<file path="src/hdl/mcc_pkg.sv">
package mcc_pkg;

  // ==========================================================
  // clock and bus
  // ==========================================================
  localparam int CLK_HZ     = 40000000;  // aclk, used as the source clock
  localparam int AXI_ADDR_W = 4;

  // register byte addresses
  localparam logic [3:0] CTRL_STATUS_ADDR = 4'h0;
  localparam logic [3:0] BEEP_CTRL_ADDR   = 4'h4;

  // answers on the bus
  localparam logic [1:0] RESP_OKAY   = 2'h0;
  localparam logic [1:0] RESP_SLVERR = 2'h2;

  // ==========================================================
  // control/status field positions
  // ==========================================================
  localparam int CS_CLOCK_OUT = 7;
  localparam int CS_PSC_HI    = 6;
  localparam int CS_PSC_LO    = 5;
  localparam int CS_SLOW      = 4;
  localparam int CS_TB_HI     = 3;
  localparam int CS_TB_LO     = 2;
  localparam int CS_OIE       = 1;
  localparam int CS_FLAG      = 0;

  // beep/converter field positions
  localparam int BC_STRETCH = 3;
  localparam int BC_CONV_IE = 2;
  localparam int BC_BEEP_HI = 1;
  localparam int BC_BEEP_LO = 0;
  localparam int BC_W       = 4;          // bits 7:4 read as zero

  localparam logic [7:0]      CTRL_STATUS_RST = 8'h00;
  localparam logic [BC_W-1:0] BEEP_CTRL_RST   = 4'h0;

  // ==========================================================
  // prescaler and time base
  // ==========================================================
  localparam int         PSC_W    = 4;
  localparam logic [3:0] PSC_LAST2  = 4'h1;
  localparam logic [3:0] PSC_LAST4  = 4'h3;
  localparam logic [3:0] PSC_LAST8  = 4'h7;
  localparam logic [3:0] PSC_LAST16 = 4'hf;

  localparam int TB_CNT_W  = 18;
  localparam int TB_PER_00 = 16000;       // source-clock cycles
  localparam int TB_PER_01 = 32000;
  localparam int TB_PER_10 = 80000;
  localparam int TB_PER_11 = 200000;

  // ==========================================================
  // beeper
  // ==========================================================
  localparam int BEEP_HZ_01 = 2000;
  localparam int BEEP_HZ_10 = 1000;
  localparam int BEEP_HZ_11 = 500;
  localparam int BEEP_CNT_W = 16;
  // half period in cycles, rounded down
  localparam int BEEP_HALF_01 = CLK_HZ / (2 * BEEP_HZ_01);
  localparam int BEEP_HALF_10 = CLK_HZ / (2 * BEEP_HZ_10);
  localparam int BEEP_HALF_11 = CLK_HZ / (2 * BEEP_HZ_11);

  // ==========================================================
  // power states
  // ==========================================================
  typedef enum logic [1:0] {
    MCC_RUN         = 2'b00,
    MCC_ACTIVE_HALT = 2'b01,
    MCC_HALT        = 2'b10
  } mcc_state_e;

endpackage

</file>
<file path="src/hdl/mcc_beep_gen.sv">
module mcc_beep_gen #(
  parameter int HALF_01 = mcc_pkg::BEEP_HALF_01,
  parameter int HALF_10 = mcc_pkg::BEEP_HALF_10,
  parameter int HALF_11 = mcc_pkg::BEEP_HALF_11
) (
  input  wire logic       aclk,     // source clock
  input  wire logic       aresetn,  // sync reset, active low
  input  wire logic [1:0] field,    // beep control field
  input  wire logic       run,      // low freezes the tone
  output logic            tone,     // square wave
  output logic            drive     // pin taken by the beeper
);
  import mcc_pkg::*;

  typedef struct packed {
    logic [BEEP_CNT_W-1:0] cnt;
    logic                  tone;
    logic                  drive;
  } mcc_beep_s;

  mcc_beep_s q;
  mcc_beep_s next_q;

  // ==========================================================
  // half-period lookup
  // ==========================================================
  function automatic logic [BEEP_CNT_W-1:0] half_last(input logic [1:0] f);
    case (f)
      2'b01:   half_last = BEEP_CNT_W'(HALF_01 - 1);
      2'b10:   half_last = BEEP_CNT_W'(HALF_10 - 1);
      default: half_last = BEEP_CNT_W'(HALF_11 - 1);
    endcase
  endfunction

  // ==========================================================
  // tone counter
  // ==========================================================
  // toggle at every half period, giving ~50% duty
  always_comb begin
    next_q       = q;
    next_q.drive = (field != 2'b00);
    if (field == 2'b00) begin
      next_q.cnt  = '0;
      next_q.tone = 1'b0;
    end else if (run) begin
      if (q.cnt >= half_last(field)) begin
        next_q.cnt  = '0;
        next_q.tone = ~q.tone;
      end else begin
        next_q.cnt = q.cnt + 1'b1;
      end
    end
  end

  always_ff @(posedge aclk) begin
    if (!aresetn) begin
      q <= '0;
    end else begin
      q <= next_q;
    end
  end

  assign tone  = q.tone;
  assign drive = q.drive;

endmodule

</file>
<file path="src/hdl/mcc_clock_timebase.sv">
// The implementer's own choices: the address map and the AXI4-Lite interface to the registers.
module mcc_clock_timebase
  import mcc_pkg::*;
#(
  parameter int ADDR_W    = mcc_pkg::AXI_ADDR_W,
  parameter int TB_PER_0  = mcc_pkg::TB_PER_00,
  parameter int TB_PER_1  = mcc_pkg::TB_PER_01,
  parameter int TB_PER_2  = mcc_pkg::TB_PER_10,
  parameter int TB_PER_3  = mcc_pkg::TB_PER_11,
  parameter int BEEP_H_01 = mcc_pkg::BEEP_HALF_01,
  parameter int BEEP_H_10 = mcc_pkg::BEEP_HALF_10,
  parameter int BEEP_H_11 = mcc_pkg::BEEP_HALF_11
) (
  input  wire logic              aclk,                        // source clock
  input  wire logic              aresetn,                     // sync reset, low
  input  wire logic [ADDR_W-1:0] awaddr,                      // write address
  input  wire logic [2:0]        awprot,                      // unused
  input  wire logic              awvalid,                     // write addr valid
  output logic                   awready,                     // write addr ready
  input  wire logic [31:0]       wdata,                       // write data
  input  wire logic [3:0]        wstrb,                       // byte enables
  input  wire logic              wvalid,                      // write data valid
  output logic                   wready,                      // write data ready
  output logic [1:0]             bresp,                       // write answer
  output logic                   bvalid,                      // answer valid
  input  wire logic              bready,                      // answer ready
  input  wire logic [ADDR_W-1:0] araddr,                      // read address
  input  wire logic [2:0]        arprot,                      // unused
  input  wire logic              arvalid,                     // read addr valid
  output logic                   arready,                     // read addr ready
  output logic [31:0]            rdata,                       // read data
  output logic [1:0]             rresp,                       // read answer
  output logic                   rvalid,                      // read data valid
  input  wire logic              rready,                      // read data ready
  input  wire logic              halt_request,                // halt executed
  input  wire logic              wake_interrupt,              // other wake source
  input  wire logic              core_irq_mask,               // core mask active
  output logic                   cpu_clk_en,                  // core clock enable
  output logic                   active_halt,                 // clock-running sleep
  output logic                   full_halt,                   // full-stop sleep
  output logic                   overflow_irq,                // time-base irq
  output logic                   clock_out_pin_o,             // clock out level
  output logic                   clock_out_pin_oe_n,          // low: driving
  output logic                   tone_output_pin_o,           // tone level
  output logic                   tone_output_pin_oe_n,        // low: driving
  output logic                   sample_time_stretch_enable,  // converter stretch
  output logic                   converter_interrupt_enable   // converter irq gate
);
  import mcc_pkg::*;

  typedef struct packed {
    mcc_state_e            st;
    logic [7:0]            cs;       // control/status
    logic [BC_W-1:0]       bc;       // beep and converter
    logic [1:0]            tb_run;   // time base of period in progress
    logic [TB_CNT_W-1:0]   tb_cnt;
    logic [PSC_W-1:0]      psc_cnt;
    logic                  cpu_en;
    logic                  co;       // clock-out level
    logic                  aw_got;
    logic [ADDR_W-1:0]     aw_addr;
    logic                  w_got;
    logic [7:0]            w_byte;
    logic                  w_lane0;
    logic                  bvalid;
    logic [1:0]            bresp;
    logic                  rvalid;
    logic [7:0]            rdata;
    logic [1:0]            rresp;
  } mcc_state_s;

  mcc_state_s q;
  mcc_state_s next_q;
  logic       beep_tone;
  logic       beep_drive;

  // ==========================================================
  // helper functions
  // ==========================================================
  function automatic logic [PSC_W-1:0] psc_last(input logic [1:0] code);
    case (code)
      2'b00:   psc_last = PSC_LAST2;
      2'b01:   psc_last = PSC_LAST4;
      2'b10:   psc_last = PSC_LAST8;
      default: psc_last = PSC_LAST16;
    endcase
  endfunction

  function automatic logic [TB_CNT_W-1:0] tb_last(input logic [1:0] code);
    case (code)
      2'b00:   tb_last = TB_CNT_W'(TB_PER_0 - 1);
      2'b01:   tb_last = TB_CNT_W'(TB_PER_1 - 1);
      2'b10:   tb_last = TB_CNT_W'(TB_PER_2 - 1);
      default: tb_last = TB_CNT_W'(TB_PER_3 - 1);
    endcase
  endfunction

  // word decode: low two bits ignored, rest must match
  function automatic logic hits(input logic [ADDR_W-1:0] a,
                                input logic [3:0]        reg_addr);
    hits = (a[ADDR_W-1:2] == reg_addr[ADDR_W-1:2]);
  endfunction

  // ==========================================================
  // next-state logic
  // ==========================================================
  always_comb begin
    logic running;
    logic counting;
    logic wrap;
    logic ovf_set;
    logic ovf_clr;
    logic wr_go;
    logic rd_go;
    running  = 1'b0;
    counting = 1'b0;
    wrap     = 1'b0;
    ovf_set  = 1'b0;
    ovf_clr  = 1'b0;
    wr_go    = 1'b0;
    rd_go    = 1'b0;
    next_q   = q;

    running = (q.st == MCC_RUN);
    counting = (q.st != MCC_HALT);

    // --------------------------------------------------------
    // time base; counts regardless of prescaler or clock out
    // --------------------------------------------------------
    // independent functions
    if (counting) begin
      if (q.tb_cnt >= tb_last(q.tb_run)) begin
        wrap        = 1'b1;
        next_q.tb_cnt = '0;
        next_q.tb_run = q.cs[CS_TB_HI:CS_TB_LO];
      end else begin
        next_q.tb_cnt = q.tb_cnt + 1'b1;
      end
    end
    ovf_set = wrap;

    // --------------------------------------------------------
    // prescaler: one-cycle core enable per divided period
    // --------------------------------------------------------
    if (!running) begin
      next_q.cpu_en  = 1'b0;
      next_q.psc_cnt = '0;
    end else if (!q.cs[CS_SLOW]) begin
      next_q.cpu_en  = 1'b1;
      next_q.psc_cnt = '0;
    end else begin
      if (q.psc_cnt >= psc_last(q.cs[CS_PSC_HI:CS_PSC_LO])) begin
        next_q.psc_cnt = '0;
        next_q.cpu_en  = 1'b1;
      end else begin
        next_q.psc_cnt = q.psc_cnt + 1'b1;
        next_q.cpu_en  = 1'b0;
      end
    end

    // source clock image; halts stop the oscillator output
    next_q.co = running ? ~q.co : 1'b0;

    // --------------------------------------------------------
    // write channel: address and data taken in either order
    // --------------------------------------------------------
    if (awvalid && awready) begin
      next_q.aw_got  = 1'b1;
      next_q.aw_addr = awaddr;
    end
    if (wvalid && wready) begin
      next_q.w_got   = 1'b1;
      next_q.w_byte  = wdata[7:0];
      next_q.w_lane0 = wstrb[0];
    end
    if (q.bvalid && bready) begin
      next_q.bvalid = 1'b0;
    end
    wr_go = q.aw_got && q.w_got && !q.bvalid;
    if (wr_go) begin
      next_q.aw_got = 1'b0;
      next_q.w_got  = 1'b0;
      next_q.bvalid = 1'b1;
      next_q.bresp  = RESP_OKAY;
      if (hits(q.aw_addr, CTRL_STATUS_ADDR)) begin
        if (q.w_lane0 && running) begin
          next_q.cs[7:1] = q.w_byte[7:1];
        end
      end else if (hits(q.aw_addr, BEEP_CTRL_ADDR)) begin
        if (q.w_lane0 && running) begin
          next_q.bc = q.w_byte[BC_W-1:0];
        end
      end else begin
        next_q.bresp = RESP_SLVERR;
      end
    end

    // --------------------------------------------------------
    // read channel
    // --------------------------------------------------------
    if (q.rvalid && rready) begin
      next_q.rvalid = 1'b0;
    end
    rd_go = arvalid && arready;
    if (rd_go) begin
      next_q.rvalid = 1'b1;
      next_q.rresp  = RESP_OKAY;
      if (hits(araddr, CTRL_STATUS_ADDR)) begin
        next_q.rdata = q.cs;
        ovf_clr = running;
      end else if (hits(araddr, BEEP_CTRL_ADDR)) begin
        next_q.rdata = {{(8 - BC_W){1'b0}}, q.bc};
      end else begin
        next_q.rdata = '0;
        next_q.rresp = RESP_SLVERR;
      end
    end

    // an overflow in the clearing cycle survives the read
    next_q.cs[CS_FLAG] = ovf_set | (q.cs[CS_FLAG] & ~ovf_clr);

    // --------------------------------------------------------
    // power states
    // --------------------------------------------------------
    case (q.st)
      MCC_RUN: begin
        if (halt_request) begin
          next_q.st = q.cs[CS_OIE] ? MCC_ACTIVE_HALT : MCC_HALT;
        end
      end
      MCC_ACTIVE_HALT: begin
        if ((q.cs[CS_FLAG] && q.cs[CS_OIE]) || wake_interrupt) begin
          next_q.st = MCC_RUN;
        end
      end
      MCC_HALT: begin
        if (wake_interrupt) begin
          next_q.st = MCC_RUN;
        end
      end
      default: begin
        next_q.st = MCC_RUN;
      end
    endcase
  end

  // ==========================================================
  // state register
  // ==========================================================
  always_ff @(posedge aclk) begin
    if (!aresetn) begin
      q         <= '0;
      q.st      <= MCC_RUN;
      q.cs      <= CTRL_STATUS_RST;
      q.bc      <= BEEP_CTRL_RST;
    end else begin
      q <= next_q;
    end
  end

  // ==========================================================
  // beeper
  // ==========================================================
  // full-stop sleep halts the oscillator, so the tone freezes too
  mcc_beep_gen #(
    .HALF_01 (BEEP_H_01),
    .HALF_10 (BEEP_H_10),
    .HALF_11 (BEEP_H_11)
  ) u_beep (
    .aclk    (aclk),
    .aresetn (aresetn),
    .field   (q.bc[BC_BEEP_HI:BC_BEEP_LO]),
    .run     (q.st != MCC_HALT),
    .tone    (beep_tone),
    .drive   (beep_drive)
  );

  // ==========================================================
  // outputs
  // ==========================================================
  // bus handshakes; one write and one read in flight
  assign awready = !q.aw_got && !q.bvalid;
  assign wready  = !q.w_got && !q.bvalid;
  assign bvalid  = q.bvalid;
  assign bresp   = q.bresp;
  assign arready = !q.rvalid;
  assign rvalid  = q.rvalid;
  assign rresp   = q.rresp;
  assign rdata   = {24'h000000, q.rdata};

  assign cpu_clk_en  = q.cpu_en;
  assign active_halt = (q.st == MCC_ACTIVE_HALT);
  assign full_halt   = (q.st == MCC_HALT);

  assign overflow_irq = q.cs[CS_FLAG] && q.cs[CS_OIE] && !core_irq_mask;

  assign clock_out_pin_o    = q.co;
  assign clock_out_pin_oe_n = !(q.cs[CS_CLOCK_OUT] && (q.st == MCC_RUN));

  assign tone_output_pin_o    = beep_tone;
  assign tone_output_pin_oe_n = !beep_drive;

  assign sample_time_stretch_enable = q.bc[BC_STRETCH];
  assign converter_interrupt_enable = q.bc[BC_CONV_IE];

endmodule

</file>
<file path="config.mk">
export PLATFORM = sky130hd
export DESIGN_NAME = mcc_clock_timebase
export DESIGN_NICKNAME = d
export VERILOG_FILES = /design/src/hdl/mcc_pkg.sv /design/src/hdl/mcc_beep_gen.sv /design/src/hdl/mcc_clock_timebase.sv
export SDC_FILE = /design/constraint.sdc
export NUM_CORES = 1
export LEC_CHECK = 0
export BUFFER_PORTS_ARGS = -buffer_cell sky130_fd_sc_hd__buf_4
export CAP_MARGIN = 20
export CORE_MARGIN = 2
export CORE_UTILIZATION = 58
export CTS_CLUSTER_DIAMETER = 200
export CTS_CLUSTER_SIZE = 16
export DETAILED_ROUTE_END_ITERATION = 10
export HOLD_SLACK_MARGIN = 0.03
export PLACE_DENSITY = 0.95
export RECOVER_POWER = 50
export SLEW_MARGIN = 20
export SYNTH_ARGS = -nofsm -noshare
export SYNTH_HDL_FRONTEND = slang
export SYNTH_HIERARCHICAL = 1
export SYNTH_SLANG_ARGS = --single-unit
</file>
<file path="constraint.sdc">
create_clock -name aclk -period 6.6 [get_ports aclk]
set_input_delay 1.98 -clock aclk [delete_from_list [all_inputs] [get_ports aclk]]
set_output_delay 1.98 -clock aclk [all_outputs]
set_load 0.01 [all_outputs]
</file>
==> reports/summary.txt <==
I/O Buffers - 47
Antenna cells - 0
Resize count post-CTS - 0
DP Worst Slack - 2.32 ns
RSZ-0062 raised after global routing - false
Skew final - 0.0143 ns
Post-synth top flop - dfxtp_1
Worst Path Max Fanout - 1
Finish-stage setup viols - 0
DR iter-0 viols - 180
Library cells used by synthesis - 59
Seq/Total Area, Yosys - 37.1%
Nets - 623
Fraction of layout cells with a size suffix above 1 - 12.9%
Sink Count - 83
DR vias - 3662
Post-route worst setup slack - 2.32 ns
Worst VDD drop - 0.169 mV
DR vias/cell - 5.68
Final Hold Vio Count - 0
Clock buffer depth - 2
EDFF count, synth - 0
GRT overflow - 0
Rel. slew slack - 30.5%
H-tree Lvls - 3
Count leader, synth - dfxtp_1
Worst-path clk slew - 0.11 ns
Least-Margin Pin Slew - 1.04 ns
#FFs+latches synth - 83
Routed WL - 9920 microns
Critical Path Sink Type - primary output
WHS Path Cells - 1
Clk_lat worst skew - 0.38 ns
Crit path time final - 4.28 ns
Row Count - 32
Sw Share - 28.6%
Post-Syn Area - 4480 sq um
I/O pins - 111
Max cap viols - 0
Critical path arrival - 2.30 ns
WP data required - 4.62 ns
Drt pass-1 iters - 5
CTS buffer count - 9
Share of the synthesized area in the top cell type - 37.1%
Async SR Flop Fraction - 0%
Core ar. - 7610 sq um
DIE AREA - 8450 sq um
Tot GR Track Use - 23.5%
Initial antenna violation count - 0
Pint - 0.689 mW
Routed wire per std cell - 15.4 microns
Vias in the first global route - 3551
Synth Warn # - 6
Area of the multi-input gates - 2460 sq um
Net Sw Power - 0.276 mW
CTS root buf - clkbuf_8
Initial core utilization - 58.9%
Gate power share - 7.4%
Post-CTS Setup Inserts - 0
Syn-to-layout area delta - 7.48%
Setup CP Type - input port to primary output
DP HPWL - 6940 microns
Top cells by area, synth - dfxtp_1 (37%), ha_1 (7.0%), buf_4 (6.0%)
Largest net degree at the start of global routing - 41
CP Launch Type - input port
Yosys top cell by area - dfxtp_1
Tcrit/Tclk final - 64.8%
Outcome - finished clean
Top post-synthesis cells by count - dfxtp_1 (83), nor2_1 (53), nand2_1 (48), buf_4 (36), ha_1 (25)
DRT antenna net count - 0
Clk network pwr share - 38.6%
Post-Syn Area per Cell - 8.82 sq um
CTS Hold Bufs - 0
Post-route DRC - 0
Sequential share of power - 54.0%
Leakage - 1.87 nW
CTS tree - done
Area taken by flip-flops and latches - 1660 sq um
Worst r2r path cells - 8
Slew Limit Fails - 0
Syn Inst Count - 508
Chip width - 91.9 microns
GPL Wtd Cong - 0.907
Fillcell total - 619
Worst Hold Class - flop to flop
Max Fclk - 0.234 GHz
Pwr Total - 0.965 mW
P per Cell Area - 200 nW/um^2
Global-route wire length before repair - 16100 microns
Die outline height - 91.9 microns
Post-layout util - 63.3%
Sum of negative setup slack - 0 ns
==> critical path, cell delays in order <==
cell	delay, ns
buf_4	0.11
nor2_1	0.09
buf_4	0.12
==> worst paths after layout <==
kind	start	end	slack, ns
worst max-delay path	core_irq_mask	overflow_irq	2.32
worst min-delay path	clock_out_pin_o	clock_out_pin_o	0.43
worst max register to register	q[55]	u_beep/q[15]	2.95
worst min register to register	clock_out_pin_o	clock_out_pin_o	0.43
==> per-layer routing <==
metal,GRT usage [%],up-vias,part of all wire [%]
met4,8.83,0,2.5
met2,42.6,113,52
met5,0,-,0
met3,5.83,27,4.2
li1,-,1776,-
met1,26.6,1746,42
==> power by group through the flow <==
stage                     clock network [mW]  registers, mW  logic [mW]
after floorplan                            0          0.530      0.0583
after global placement                     0          0.531      0.0696
after detailed placement                   0          0.532      0.0728
after CTS                              0.375          0.521      0.0737
after global routing                   0.394          0.523      0.0785
final                                  0.372          0.522      0.0714
==> cells in the final DEF, fill, tap and decap left out, drive strengths merged, types with 4 or more instances in the layout <==
cell type,instances
xnor2,17
o21ai,6
inv,20
or2,4
mux2i,15
and2,4
nor3,13
dfxtp,83
nor2,63
o2111ai,4
mux2,5
nand2,48
a211oi,16
a21oi,21
xor2,13
and3,6
clkbuf,30
nor2b,4
nand3,17
ha,25
nand2b,7
a22oi,8
clkinv,6
buf,28
nand4,13
and4,4
conb,26
nand3b,4
==> per-stage QoR <==
step | hold WS, ns | cells | area [sq um]
2_1_floorplan | 0.430 | 533 | 4580
6_report | 0.429 | 645 | 4820
4_1_cts | 0.430 | 645 | 4920
5_1_grt | 0.452 | 645 | 4820
3_5_place_dp | 0.415 | 629 | 4720
3_3_place_gp | 0.404 | 629 | 4720
==> sequential cells by signal (all words and copies together), names as in the netlist <==
| signal | count |
|---|---|
| converter_interrupt_enable | 1 |
| clock_out_pin_o | 1 |
| bresp | 1 |
| u_beep/drive | 1 |
| u_beep/q | 16 |
| cpu_clk_en | 1 |
| rvalid | 1 |
| rresp | 1 |
| u_beep/tone | 1 |
| bvalid | 1 |
| q | 49 |
| sample_time_stretch_enable | 1 |
| rdata | 8 |
==> layout make-up <==
class                   instances  share of cell area [%]
well taps                     102                    2.65
inverters                      19                    1.48
flip-flops and latches         83                    34.5
repair buffers                 49                    6.00
clock buffers                   9                    2.57
clock inverters                 7                    1.69
multi-input cells             376                    51.1
==> kinds of logic (layout without fill, tap and decap cells) <==
family	Yosys count	after routing	synth area share, %
DFF	83	83	37.1
AOI/OAI and AO/OA	75	75	13.1
buffers and inverters	74	84	9.60
adders and majority gates	25	25	6.98
and+or+nand+nor	200	200	22.6
muxes	20	20	4.69
xor gates and xnor gates	30	30	5.86
other	1	26	0.0837
Power figures use the tool's default switching activity.
